$ cat src/common/okb_pkg.sv
package okb_pkg;

  // ****************************************************************
  // Register map (byte offsets on the block's MMIO port)
  // ****************************************************************
  localparam logic [7:0] OFS_CONTROL     = 8'h00;
  localparam logic [7:0] OFS_ALPHA_CLEAR = 8'h04;
  localparam logic [7:0] OFS_ALPHA_SET   = 8'h08;
  localparam logic [7:0] OFS_MATCH       = 8'h0c;
  localparam logic [7:0] OFS_IGNORE      = 8'h10;
  localparam logic [7:0] OFS_LIMITS      = 8'h14;
  localparam logic [7:0] OFS_PIC_OFFSET  = 8'h18;
  localparam logic [7:0] OFS_PIC_SPAN    = 8'h1c;
  localparam logic [7:0] OFS_STATUS      = 8'h20;

  // ****************************************************************
  // Field positions
  // ****************************************************************
  localparam int CTL_EXT_EN   = 0;
  localparam int CTL_FINE_EN  = 1;
  localparam int CTL_KEY_EN   = 2;
  localparam int CTL_CLIP_EN  = 3;
  localparam int CTL_OVL_PRES = 4;
  localparam int CTL_MODE_LO  = 8;
  localparam int IGN_LUMA_LO  = 0;
  localparam int IGN_CHROMA_LO = 8;
  localparam int LIM_LUMA_FLOOR   = 0;
  localparam int LIM_LUMA_CEIL    = 8;
  localparam int LIM_CHROMA_FLOOR = 16;
  localparam int LIM_CHROMA_CEIL  = 24;
  localparam int PIC_X_LO = 0;
  localparam int PIC_Y_LO = 16;

  // Writable bits; all others read back as zero
  localparam logic [31:0] MASK_CONTROL = 32'h00000f1f;
  localparam logic [31:0] MASK_ALPHA   = 32'h000000ff;
  localparam logic [31:0] MASK_MATCH   = 32'h00ffffff;
  localparam logic [31:0] MASK_IGNORE  = 32'h00000707;
  localparam logic [31:0] MASK_PIC     = 32'h0fff0fff;

  // ****************************************************************
  // Reset values
  // ****************************************************************
  localparam logic [31:0] RST_CONTROL = 32'h00000000;
  localparam logic [7:0]  RST_ALPHA   = 8'h00;
  localparam logic [23:0] RST_MATCH   = 24'h000000;
  localparam logic [31:0] RST_IGNORE  = 32'h00000000;
  localparam logic [31:0] RST_LIMITS  = 32'hf010eb10;
  localparam logic [31:0] RST_PIC     = 32'h00000000;

  // ****************************************************************
  // Pixel arithmetic constants
  // ****************************************************************
  localparam logic [7:0] FIXED_FLOOR = 8'h10;
  localparam logic [7:0] FIXED_CEIL  = 8'hf0;
  localparam logic [7:0] FULL_WEIGHT = 8'h80;
  localparam logic [2:0] MAX_IGNORE  = 3'h4;
  localparam int COORD_W    = 12;
  localparam int FIFO_DEPTH = 32;
  localparam int STATUS_LVL_W = 8;

endpackage : okb_pkg

$ cat src/hw/okb_fifo.sv
`timescale 1ns/1ps
module okb_fifo #(
  parameter int WIDTH = 8,
  parameter int DEPTH = 32
) (
  // Clock and reset
  input  wire logic               ref_clk,
  input  wire logic               rst,
  // Fill side
  input  wire logic               wr_valid,
  output logic                    wr_ready,
  input  wire logic [WIDTH-1:0]   wr_data,
  // Drain side
  output logic                    rd_valid,
  input  wire logic               rd_ready,
  output logic [WIDTH-1:0]        rd_data,
  // Fill level
  output logic [$clog2(DEPTH):0]  level
);

  localparam int AW = $clog2(DEPTH);

  typedef struct packed {
    logic [AW-1:0] wr_ptr;
    logic [AW-1:0] rd_ptr;
    logic [AW:0]   count;
    logic          ready;
  } okb_fifo_state_t;

  okb_fifo_state_t st_q;
  okb_fifo_state_t st_d;
  logic [WIDTH-1:0] mem [DEPTH];
  logic push;
  logic pop;

  assign push     = wr_valid && st_q.ready;
  assign pop      = rd_valid && rd_ready;
  assign rd_valid = (st_q.count != '0);
  assign rd_data  = mem[st_q.rd_ptr];
  assign wr_ready = st_q.ready;
  assign level    = st_q.count;

  always_comb begin
    st_d = st_q;
    if (push) begin
      st_d.wr_ptr = (st_q.wr_ptr == AW'(DEPTH - 1)) ? '0 : st_q.wr_ptr + 1'b1;
    end
    if (pop) begin
      st_d.rd_ptr = (st_q.rd_ptr == AW'(DEPTH - 1)) ? '0 : st_q.rd_ptr + 1'b1;
    end
    if (push && !pop) begin
      st_d.count = st_q.count + 1'b1;
    end else if (pop && !push) begin
      st_d.count = st_q.count - 1'b1;
    end
    // Registered so the fill-side ready never ripples from the drain side
    st_d.ready = (st_d.count != (AW+1)'(DEPTH));
  end

  always_ff @(posedge ref_clk or posedge rst) begin
    if (rst) begin
      st_q <= '{wr_ptr: '0, rd_ptr: '0, count: '0, ready: 1'b1};
    end else begin
      st_q <= st_d;
    end
  end

  // Storage needs no reset; only words already written are ever read
  always_ff @(posedge ref_clk) begin
    if (push) begin
      mem[st_q.wr_ptr] <= wr_data;
    end
  end

endmodule : okb_fifo

$ cat src/hw/okb_compositor.sv
`timescale 1ns/1ps
module okb_compositor #(
  parameter int FIFO_DEPTH = okb_pkg::FIFO_DEPTH
) (
  // Clock and reset
  input  wire logic                       ref_clk,
  input  wire logic                       rst,
  // Register port
  input  wire logic                       mmio_wr,
  input  wire logic                       mmio_rd,
  input  wire logic [7:0]                 mmio_addr,
  input  wire logic [31:0]                mmio_wdata,
  output logic [31:0]                     mmio_rdata,
  // Pixel pair in
  input  wire logic                       in_valid,
  output logic                            in_ready,
  input  wire logic [7:0]                 bg_y0,
  input  wire logic [7:0]                 bg_y1,
  input  wire logic [7:0]                 bg_u,
  input  wire logic [7:0]                 bg_v,
  input  wire logic [7:0]                 ov_y0,
  input  wire logic [7:0]                 ov_y1,
  input  wire logic [7:0]                 ov_u,
  input  wire logic [7:0]                 ov_v,
  input  wire logic                       ov_here,
  input  wire logic [okb_pkg::COORD_W-1:0] pix_x,
  input  wire logic [okb_pkg::COORD_W-1:0] pix_y,
  // Pixel pair out
  output logic                            out_valid,
  input  wire logic                       out_ready,
  output logic [7:0]                      out_y0,
  output logic [7:0]                      out_y1,
  output logic [7:0]                      out_u,
  output logic [7:0]                      out_v
);
  import okb_pkg::*;

  // ****************************************************************
  // Types and state
  // ****************************************************************
  localparam int FW = 65 + 2 * COORD_W;
  localparam int LW = $clog2(FIFO_DEPTH) + 1;

  typedef struct packed {
    logic [7:0] y0;
    logic [7:0] y1;
    logic [7:0] u;
    logic [7:0] v;
  } okb_pair_t;

  typedef struct packed {
    okb_pair_t            bg;
    okb_pair_t            ov;
    logic                 here;
    logic [COORD_W-1:0]   x;
    logic [COORD_W-1:0]   y;
  } okb_item_t;

  typedef struct packed {
    logic [31:0] control;
    logic [7:0]  alpha_level_bit_clear;
    logic [7:0]  alpha_level_bit_set;
    logic [23:0] transparency_match;
    logic [31:0] match_ignore_bits;
    logic [31:0] output_limits;
    logic [31:0] picture_offset;
    logic [31:0] picture_span;
    logic [31:0] rdata;
    logic        s1_valid;
    okb_pair_t   s1_pix;
    logic        s1_in_area;
    logic        s2_valid;
    okb_pair_t   s2_pix;
  } okb_state_t;

  localparam okb_state_t RST_STATE = '{
    control:               RST_CONTROL,
    alpha_level_bit_clear: RST_ALPHA,
    alpha_level_bit_set:   RST_ALPHA,
    transparency_match:    RST_MATCH,
    match_ignore_bits:     RST_IGNORE,
    output_limits:         RST_LIMITS,
    picture_offset:        RST_PIC,
    picture_span:          RST_PIC,
    rdata:                 32'h00000000,
    s1_valid:              1'b0,
    s1_pix:                '0,
    s1_in_area:            1'b0,
    s2_valid:              1'b0,
    s2_pix:                '0
  };

  okb_state_t st_q;
  okb_state_t st_d;

  // ****************************************************************
  // Pixel functions
  // ****************************************************************
  // Maps an 8-bit alpha level to a weight out of 128
  function automatic logic [7:0] okb_weight(input logic [7:0] lvl,
                                            input logic       fine);
    if (lvl[7]) begin
      okb_weight = FULL_WEIGHT;
    end else if (fine) begin
      okb_weight = {1'b0, lvl[6:0]};
    end else begin
      // Coarse path keeps only level bits 6:5: 0/25/50/75 %
      okb_weight = {1'b0, lvl[6:5], 5'h00};
    end
  endfunction : okb_weight

  // Weighted mix; truncates, so a 50 % mix of odd sums rounds down
  function automatic logic [7:0] okb_blend(input logic [7:0] ov,
                                           input logic [7:0] bg,
                                           input logic [7:0] w);
    logic [15:0] acc;
    acc = 16'(ov) * 16'(w) + 16'(bg) * 16'(FULL_WEIGHT - w);
    okb_blend = acc[14:7];
  endfunction : okb_blend

  // Compares with the given number of low bits ignored, capped at four
  function automatic logic okb_match(input logic [7:0] val,
                                     input logic [7:0] key,
                                     input logic [2:0] ign);
    logic [2:0] n;
    logic [7:0] m;
    n = (ign > MAX_IGNORE) ? MAX_IGNORE : ign;
    m = 8'hff << n;
    okb_match = ((val & m) == (key & m));
  endfunction : okb_match

  function automatic logic [7:0] okb_clamp(input logic [7:0] val,
                                           input logic [7:0] lo,
                                           input logic [7:0] hi);
    if (val <= lo) begin
      okb_clamp = lo;
    end else if (val >= hi) begin
      okb_clamp = hi;
    end else begin
      okb_clamp = val;
    end
  endfunction : okb_clamp

  function automatic logic okb_inside(input logic [COORD_W-1:0] p,
                                      input logic [COORD_W-1:0] off,
                                      input logic [COORD_W-1:0] span);
    logic [COORD_W:0] end_p;
    end_p = {1'b0, off} + {1'b0, span};
    okb_inside = (p >= off) && ({1'b0, p} < end_p);
  endfunction : okb_inside

  // ****************************************************************
  // Input buffer
  // ****************************************************************
  okb_item_t        fifo_in;
  okb_item_t        fifo_out;
  logic [FW-1:0]    fifo_rd_data;
  logic             fifo_rd_valid;
  logic             fifo_wr_ready;
  logic [LW-1:0]    fifo_level;
  logic             advance;

  assign fifo_in  = '{bg: '{y0: bg_y0, y1: bg_y1, u: bg_u, v: bg_v},
                      ov: '{y0: ov_y0, y1: ov_y1, u: ov_u, v: ov_v},
                      here: ov_here, x: pix_x, y: pix_y};
  assign fifo_out = okb_item_t'(fifo_rd_data);
  // Whole pipe moves together; a stalled sink backs up into the buffer
  assign advance  = !st_q.s2_valid || out_ready;

  okb_fifo #(
    .WIDTH (FW),
    .DEPTH (FIFO_DEPTH)
  ) u_fifo (
    .ref_clk  (ref_clk),
    .rst      (rst),
    .wr_valid (in_valid),
    .wr_ready (fifo_wr_ready),
    .wr_data  (FW'(fifo_in)),
    .rd_valid (fifo_rd_valid),
    .rd_ready (advance),
    .rd_data  (fifo_rd_data),
    .level    (fifo_level)
  );

  // ****************************************************************
  // Next state
  // ****************************************************************
  always_comb begin
    logic       ext_en;
    logic       fine;
    logic       key_on;
    logic       refresh;
    logic       compose;
    logic [7:0] lvl0;
    logic [7:0] lvl1;
    logic [7:0] w0;
    logic [7:0] w1;
    logic [2:0] ign_y;
    logic [2:0] ign_c;
    logic       chroma_hit;
    logic       key0;
    logic       key1;
    logic       area;
    logic [7:0] lo_y;
    logic [7:0] hi_y;
    logic [7:0] lo_c;
    logic [7:0] hi_c;
    logic [31:0] rd_val;
    ext_en     = st_q.control[CTL_EXT_EN];
    fine       = ext_en && st_q.control[CTL_FINE_EN];
    key_on     = ext_en && st_q.control[CTL_KEY_EN];
    refresh    = !st_q.control[CTL_MODE_LO+3] &&
                 (st_q.control[CTL_MODE_LO+1 -: 2] != 2'h3);
    compose    = st_q.control[CTL_OVL_PRES] && refresh;
    ign_y      = st_q.match_ignore_bits[IGN_LUMA_LO +: 3];
    ign_c      = st_q.match_ignore_bits[IGN_CHROMA_LO +: 3];
    lvl0       = 8'h00;
    lvl1       = 8'h00;
    w0         = 8'h00;
    w1         = 8'h00;
    chroma_hit = 1'b0;
    key0       = 1'b0;
    key1       = 1'b0;
    area       = 1'b0;
    lo_y       = FIXED_FLOOR;
    hi_y       = FIXED_CEIL;
    lo_c       = FIXED_FLOOR;
    hi_c       = FIXED_CEIL;
    rd_val     = 32'h00000000;
    st_d       = st_q;

    // Register writes; undefined bits are dropped so they read as zero
    if (mmio_wr) begin
      case (mmio_addr)
        OFS_CONTROL:     st_d.control = mmio_wdata & MASK_CONTROL;
        OFS_ALPHA_CLEAR: st_d.alpha_level_bit_clear = mmio_wdata[7:0];
        OFS_ALPHA_SET:   st_d.alpha_level_bit_set = mmio_wdata[7:0];
        OFS_MATCH:       st_d.transparency_match = mmio_wdata[23:0];
        OFS_IGNORE:      st_d.match_ignore_bits = mmio_wdata & MASK_IGNORE;
        OFS_LIMITS:      st_d.output_limits = mmio_wdata;
        OFS_PIC_OFFSET:  st_d.picture_offset = mmio_wdata & MASK_PIC;
        OFS_PIC_SPAN:    st_d.picture_span = mmio_wdata & MASK_PIC;
        default:         st_d.control = st_q.control;
      endcase
    end

    // Register reads, answered one cycle later
    if (mmio_rd) begin
      case (mmio_addr)
        OFS_CONTROL:     rd_val = st_q.control;
        OFS_ALPHA_CLEAR: rd_val = {24'h000000, st_q.alpha_level_bit_clear};
        OFS_ALPHA_SET:   rd_val = {24'h000000, st_q.alpha_level_bit_set};
        OFS_MATCH:       rd_val = {8'h00, st_q.transparency_match};
        OFS_IGNORE:      rd_val = st_q.match_ignore_bits;
        OFS_LIMITS:      rd_val = st_q.output_limits;
        OFS_PIC_OFFSET:  rd_val = st_q.picture_offset;
        OFS_PIC_SPAN:    rd_val = st_q.picture_span;
        OFS_STATUS:      rd_val = {22'h000000, st_q.s2_valid, st_q.s1_valid,
                                   STATUS_LVL_W'(fifo_level)};
        default:         rd_val = 32'h00000000;
      endcase
      st_d.rdata = rd_val;
    end

    // Stage 1: keying and blending
    if (advance) begin
      st_d.s1_valid = fifo_rd_valid;
      if (fifo_rd_valid) begin
        lvl0 = fifo_out.ov.u[0] ? st_q.alpha_level_bit_set
                                : st_q.alpha_level_bit_clear;
        lvl1 = fifo_out.ov.v[0] ? st_q.alpha_level_bit_set
                                : st_q.alpha_level_bit_clear;
        w0 = okb_weight(lvl0, fine);
        w1 = okb_weight(lvl1, fine);
        // Alpha LSBs take part in the key compare like any other bit
        chroma_hit =
          okb_match(fifo_out.ov.u, st_q.transparency_match[15:8], ign_c) &&
          okb_match(fifo_out.ov.v, st_q.transparency_match[23:16], ign_c);
        key0 = key_on && chroma_hit &&
               okb_match(fifo_out.ov.y0, st_q.transparency_match[7:0],
                         ign_y);
        key1 = key_on && chroma_hit &&
               okb_match(fifo_out.ov.y1, st_q.transparency_match[7:0],
                         ign_y);
        if (!compose || !fifo_out.here || key0) begin
          w0 = 8'h00;
        end
        if (!compose || !fifo_out.here || key1) begin
          w1 = 8'h00;
        end
        st_d.s1_pix.y0 = okb_blend(fifo_out.ov.y0, fifo_out.bg.y0, w0);
        st_d.s1_pix.u  = okb_blend(fifo_out.ov.u, fifo_out.bg.u, w0);
        st_d.s1_pix.v  = okb_blend(fifo_out.ov.v, fifo_out.bg.v, w0);
        st_d.s1_pix.y1 = okb_blend(fifo_out.ov.y1, fifo_out.bg.y1,
                                   w1);
        area = okb_inside(fifo_out.x,
                          st_q.picture_offset[PIC_X_LO +: COORD_W],
                          st_q.picture_span[PIC_X_LO +: COORD_W]) &&
               okb_inside(fifo_out.y,
                          st_q.picture_offset[PIC_Y_LO +: COORD_W],
                          st_q.picture_span[PIC_Y_LO +: COORD_W]);
        st_d.s1_in_area = area;
      end
    end

    // Stage 2: range limiting, always after blending
    if (advance) begin
      st_d.s2_valid = st_q.s1_valid;
      if (ext_en && st_q.control[CTL_CLIP_EN]) begin
        lo_y = st_q.output_limits[LIM_LUMA_FLOOR +: 8];
        hi_y = st_q.output_limits[LIM_LUMA_CEIL +: 8];
        lo_c = st_q.output_limits[LIM_CHROMA_FLOOR +: 8];
        hi_c = st_q.output_limits[LIM_CHROMA_CEIL +: 8];
      end
      // Fixed 16..240 otherwise; 0/255 limits make clamping a no-op
      if (st_q.s1_in_area) begin
        st_d.s2_pix.y0 = okb_clamp(st_q.s1_pix.y0, lo_y, hi_y);
        st_d.s2_pix.y1 = okb_clamp(st_q.s1_pix.y1, lo_y, hi_y);
        st_d.s2_pix.u  = okb_clamp(st_q.s1_pix.u, lo_c, hi_c);
        st_d.s2_pix.v  = okb_clamp(st_q.s1_pix.v, lo_c, hi_c);
      end else begin
        st_d.s2_pix = st_q.s1_pix;
      end
    end
  end

  // ****************************************************************
  // State register
  // ****************************************************************
  always_ff @(posedge ref_clk or posedge rst) begin
    if (rst) begin
      st_q <= RST_STATE;
    end else begin
      st_q <= st_d;
    end
  end

  // ****************************************************************
  // Outputs
  // ****************************************************************
  assign in_ready   = fifo_wr_ready;
  assign mmio_rdata = st_q.rdata;
  assign out_valid  = st_q.s2_valid;
  assign out_y0     = st_q.s2_pix.y0;
  assign out_y1     = st_q.s2_pix.y1;
  assign out_u      = st_q.s2_pix.u;
  assign out_v      = st_q.s2_pix.v;

endmodule : okb_compositor

$ cat config.mk
export PLATFORM = sky130hd
export DESIGN_NAME = okb_compositor
export DESIGN_NICKNAME = d
export VERILOG_FILES = /design/src/common/okb_pkg.sv /design/src/hw/okb_fifo.sv /design/src/hw/okb_compositor.sv
export SDC_FILE = /design/constraint.sdc
export NUM_CORES = 2
export LEC_CHECK = 0
export BUFFER_PORTS_ARGS = -buffer_cell sky130_fd_sc_hd__buf_2
export CAP_MARGIN = 20
export CORE_MARGIN = 2
export CORE_UTILIZATION = 30
export CTS_CLUSTER_DIAMETER = 30
export DETAILED_ROUTE_END_ITERATION = 10
export HOLD_SLACK_MARGIN = 0.06
export PLACE_DENSITY_LB_ADDON = 0.12
export SETUP_SLACK_MARGIN = 0.15
export SLEW_MARGIN = 30
export SYNTH_ARGS = -nofsm -noshare
export SYNTH_HDL_FRONTEND = slang
export SYNTH_HIERARCHICAL = 1
export SYNTH_SLANG_ARGS = --single-unit
export TNS_END_PERCENT = 10
$ cat constraint.sdc
create_clock -name ref_clk -period 28.9 [get_ports ref_clk]
set_input_delay 1.445 -clock ref_clk [delete_from_list [all_inputs] [get_ports ref_clk]]
set_output_delay 1.445 -clock ref_clk [all_outputs]
set_load 0.01 [all_outputs]
# Word level (Yosys, flattened, before mapping)
# Memories as Yosys holds them, arrays and structs flattened.
# Cells that the tools add are included.
# totals
regBits	251
ramBits	2848
inputBits	135
out_inout_bits	66
elab_cells	159
mem_count	1
# op_classes
n_addsub	12
n_mul	8
n_lt_le_gt_ge	14
n_eq_ne	16
shifts	2
mux	38
bitwise	7
n_reduce_logical	37
# memory_table
name	words	word_bits	rd	rd_clocked_by_memory_dff	wr	line	source
u_fifo.mem	32	89	1	0	1	okb_fifo.sv:32	logic [WIDTH-1:0] mem [DEPTH];
# op_table
op	count
one-hot mux 32 bit (9 select lines)	1
2-to-1 mux 8 bit	26
adder 15 bit	4
multiplier 8 x 8 -> 15 bit	4
AND 8 bit	7
== test 8 x 5 -> 1 bit, second input constant	4
== test 8 bit	4
greater-or-equal comparator 8 bit	4
less-or-equal comparator 8 bit	4
multiplier 8 x 16 -> 15 bit	2
2-to-1 mux 32 bit	1
multiplier 9 x 9 -> 15 bit	2
adder 12 x 12 -> 13 bit	2
< comparator 12 x 13 -> 1 bit	2
greater-or-equal comparator 12 bit	2
2-to-1 mux 5 bit	4
AND reduction 2 bit	9
subtractor 8 x 8 -> 9 bit, first input constant	2
== test 8 x 4 -> 1 bit, second input constant	2
logical AND 1 bit	16
left shift 8 x 3 -> 8 bit, first input constant	2
2-to-1 mux 6 bit	2
adder 5 x 1 -> 5 bit, second input constant	2
== test 5 bit, second input constant	2
other kinds (13)	24

# Depth between registers and ports, before layout
# logic_depth
depth_word	15
depth_mapped	46
ltp_nobuf	38

# Hierarchy
# Netlist, hierarchy kept.
# modules_own_cells
module	instances	cells_each	area_each_um2	seq_area_each_um2
okb_fifo	1	4654	108874.4	85948.7
okb_compositor	1	3496	32717.6	5870.6

# Worst setup path after synthesis
# No wires, ideal clock.
# synth_path
kind	register -> register
startpoint	reg u_fifo/st_q[8] in the netlist's numbering
endpoint	reg st_q[49] in the netlist's numbering
setup_ns	0.134
arrival_time_ns	9.780
required_time_ns	28.766
slack_ns	18.986
path_stages_with_launch	43
path_buffers	8
period_less_slack_ns	9.914
path_cell_list	dfrtp_1 -> buf_2 -> buf_4 -> buf_2 -> buf_1 -> mux4_2 -> a22o_1 -> o21ai_0 -> o21ai_0 -> buf_4 -> xnor2_2 -> a2111oi_4 -> nor4_2 -> and3_1 -> buf_6 -> nor2_4 -> nand3_2 -> nor2_1 -> (+7 left out) -> nand2_1 -> fa_1 -> fa_1 -> inv_1 -> fa_1 -> fa_1 -> fa_1 -> inv_1 -> fa_1 -> inv_1 -> ha_1 -> or4_1 -> o31a_1 -> a221oi_2 -> nor2_1 -> a2111oi_2 -> xnor2_1 -> o21ai_1
# synth_rtl
item	line	source
from (decl)	okb_fifo.sv:30	okb_fifo_state_t st_q;
from (signal assigned)	okb_fifo.sv:62	st_q <= '{wr_ptr: '0, rd_ptr: '0, count: '0, ready: 1'b1};
from (signal assigned)	okb_fifo.sv:64	st_q <= st_d;
to (signal assigned)	okb_compositor.sv:334	st_q <= st_d;
to (decl)	okb_compositor.sv:93	okb_state_t st_q;

==> impl_metrics.ini <==
[global_routing]
maximum_number_of_pins_on_one_net_before_global_route_repair = 108
grt_use_total_pct = 19.7
antenna_found_initial = 60
grt_pass1_wl_microns = 669000
grt_overflow = 0
first_global_vias = 84767

[timing]
final-max-slew-violation-count = 0
worst_slew_pin_slew_ns = 1.08
final.setup.worst_slack_ns = 15.97
report.final.setup_viol = 0
slew_headroom_pct = 28.1
finalHoldViolations = 0
clock_skew_ns = 0.0809
fin_crit_sh_pct = 44.7
setup_total_negative_slack_ns = 0
post_layout_minimum_cycle_time_ns = 12.93
fmaxAchievable_mhz = 77.4
grt_setup_unrepaired = false

[power_and_ir_drop]
seq_power_share_pct = 28.3
clock_power_share_pct = 43.1
combinationalPowerShare_pct = 28.5
p_switching_mw = 6.26
power.density_nw_per_um2 = 108
peakVddDrop_mv = 0.0703
total_leakage_power_nw = 63.5
internal_power_mw = 12.8
p_sw_share_pct = 32.8

[synthesis]
synth-compound-area-share_pct = 4.48
synth_cell_area_sq_um = 142000
synth_seq_area_share_pct = 64.8
yosys.area.top_type_share_pct = 60.4
yosys_register_bits = 3099
adder_cell_share_of_the_synthesized_area_pct = 9.13
gate_count_post_synth = 8150
post_synth_main_area_contributors = sky130_fd_sc_hd__edfxtp_1, sky130_fd_sc_hd__mux4_2, sky130_fd_sc_hd__fa_1, sky130_fd_sc_hd__dfrtp_1, sky130_fd_sc_hd__ha_1
synth.area.mux_share_pct = 13.5
synth_cell_type_count = 89
synth_edf_count = 2848
synth_top_family_by_area = multiplexers
synthXorXnorAreaFrac_pct = 0.924
async_sr_flop_fraction_pct = 8.10
syn-num-nets = 9069
synth.yosys.warnings = 6
netlist.top_cell.by_area = sky130_fd_sc_hd__edfxtp_1
ys.flop_type = sky130_fd_sc_hd__edfxtp_1
area_share_of_and_or_nand_nor_cells_after_synthesis_pct = 3.79
post_synth.cell_area_avg_sq_um = 17.4

[cts]
worst_setup_hold_path_clk_slew_ns = 0.05
clock-root-buffer = sky130_fd_sc_hd__clkbuf_16
clock-sinks = 3099
post_cts.repair.setup_buffers = 0
cts_repair_resize_count = 0
clk_path_buf_depth = 4
cts_tree = built
worst_skew_pair.late_latency_ns = 1.07
h-tree-depth = 6
cts_inserted_buffers = 716
cts_hold_buffers = 0

[floorplan]
dieWidth_microns = 691
die_area_sq_um = 477000
floorplan.die.height_microns = 691
design.portCount = 201
core_area_sq_um = 470000
starting_density_of_the_core_pct = 30.1
std_cell_rows = 252

[route]
vias_per_cell = 5.06
detailedRoute.firstIterationViolations = 6646
drt-total-wl_microns = 478000
wl_per_cell_microns = 30.4
route.vias.total = 79388
antenna_left = 0
first_pass_iters = 6
drc_errors = 0

[placement]
io_buffers = 200
pre_cts_ws_ns = 15.54
rd_place_congestion = 0.810
dp_hpwl_microns = 279000

[run]
max_cap_violations = 0

[critical_path]
worst_path_most_repeated_cell = sky130_fd_sc_hd__buf_4
critPathCaptureType = flip-flop
length_in_cells_of_the_worst_reg_to_reg_path = 40
timing.critical_path.fanout_max = 44
worstReg2RegEnd = st_q[41]
critical_path.reg2reg.startpoint = u_fifo/st_q[8]
cp_required_ns = 29.79
timing.critical_path.slowest_cell_delay_ns = 0.76
worst-r2r-setup-slack_ns = 15.97
critPathKind = flip-flop to flip-flop
crit_path_start = u_fifo/st_q[8]
crit_path_end = st_q[41]
master_of_the_slowest_instance_on_the_critical_path = sky130_fd_sc_hd__buf_4
start_kind = flip-flop
timing.critical_path.arrival_ns = 13.81

[finish]
area_growth_syn_to_layout_pct = 24.2
filler_cell_count = 43570
drive_gt1_share_pct = 28.0
number_of_nets_in_the_layout = 9778

[hold_path]
hp-class = primary input to async pin

[status]
status = finished, final reports clean
==> layout make-up <==
type                    instances  area (sq um)  area share [%]
diodes                          6          15.0         0.00854
clock buffers                 839         18700            10.6
clock inverters               486          6220            3.54
inverters                     612          2300            1.31
multi-input cells            3956         45600            25.9
flip-flops and latches       3099         91800            52.2
well taps                    6223          7790            4.43
repair buffers                474          3470            1.97
==> power by group through the flow <==
stage          combinational (mW)  sequential (mW)  clock [mW]
5_1_grt                      5.84             5.42        8.59
3_3_place_gp                 5.51             5.47           0
6_report                     5.44             5.40        8.22
2_1_floorplan                3.21             5.38           0
4_1_cts                      5.56             5.40        8.35
3_5_place_dp                 5.54             5.48           0
==> routing by layer <==
metal / track usage [%] / share of wire (%)
met2: 32.5 / 48
met5: 0 / 0.044
met3: 2.96 / 4.7
met1: 27.3 / 45
met4: 5.01 / 2.4
==> logic make-up after synthesis <==
family | count (synthesis)
buffers and inverters | 1095
adder cells (fa/ha/maj) | 784
flip-flops | 3099
XOR/XNOR | 146
multiplexers | 1042
AO/OA/AOI/OAI | 898
AND/OR/NAND/NOR | 1086
==> how the worst min path moves through the flow <==
stage	startpoint	to	slack (ns)
detailed placement	out_u[7]	out_u[7]	0.47
floorplan	out_u[4]	out_u[4]	0.45
global placement	out_u[7]	out_u[7]	0.47
CTS	out_u[7]	out_u[7]	0.48
finish	rst	u_fifo/st_q[10]	0.48
global route	rst	u_fifo/st_q[10]	0.48
==> layout by cell type, fill, tap and decap left out, types with 157 or more instances in the layout <==
master                         n
sky130_fd_sc_hd__a22o_1      159
sky130_fd_sc_hd__and2_1      276
sky130_fd_sc_hd__buf_2       200
sky130_fd_sc_hd__buf_4       242
sky130_fd_sc_hd__clkbuf_16   725
sky130_fd_sc_hd__dfrtp_1     233
sky130_fd_sc_hd__edfxtp_1   2848
sky130_fd_sc_hd__fa_1        416
sky130_fd_sc_hd__ha_1        367
sky130_fd_sc_hd__inv_1       608
sky130_fd_sc_hd__mux2_2      213
sky130_fd_sc_hd__mux2i_1     157
sky130_fd_sc_hd__mux4_2      671
sky130_fd_sc_hd__nand2_1     398
sky130_fd_sc_hd__o21ai_0     169
==> state kept, by name (all words and copies together), names as in the netlist <==
signal / flops
out_v: 8
u_fifo/mem: 2848
st_q: 169
out_u: 8
out_y1: 8
mmio_rdata: 32
u_fifo/st_q: 10
u_fifo/wr_ready: 1
u_fifo/level: 6
out_y0: 8
out_valid: 1
==> critical path: cells and delay by family (launching register included) <==
| kind | cells | cell delay (ns) |
|---|---|---|
| buf+inv | 11 | 3.62 |
| fa+ha+maj | 8 | 3.22 |
| compound gates | 9 | 2.34 |
| simple gates | 8 | 1.83 |
| flops | 1 | 0.71 |
| xor+xnor | 3 | 0.46 |
| mux | 1 | 0.41 |
==> Yosys cell counts, types with 159 or more instances <==
library cell / count
sky130_fd_sc_hd__inv_1: 610
sky130_fd_sc_hd__edfxtp_1: 2848
sky130_fd_sc_hd__clkbuf_1: 197
sky130_fd_sc_hd__mux2_2: 213
sky130_fd_sc_hd__a22o_1: 159
sky130_fd_sc_hd__nor2_1: 175
sky130_fd_sc_hd__o21ai_0: 212
sky130_fd_sc_hd__nand2_1: 399
sky130_fd_sc_hd__mux4_2: 671
sky130_fd_sc_hd__dfrtp_1: 238
sky130_fd_sc_hd__fa_1: 416
sky130_fd_sc_hd__and2_1: 277
sky130_fd_sc_hd__ha_1: 368
==> stage by stage <==
stage	instances	utilization (%)	power [mW]	area (sq um)	hold slack, ns
global route	15690	37.4	19.8	176000	0.480
floorplan	8150	-	8.59	142000	0.451
detailed placement	14362	32.1	11.0	151000	0.475
CTS	15687	37.4	19.3	176000	0.485
finish	15695	37.4	19.1	176000	0.482
global placement	14357	32.1	11.0	151000	0.465
Power figures use the tool's default switching activity.
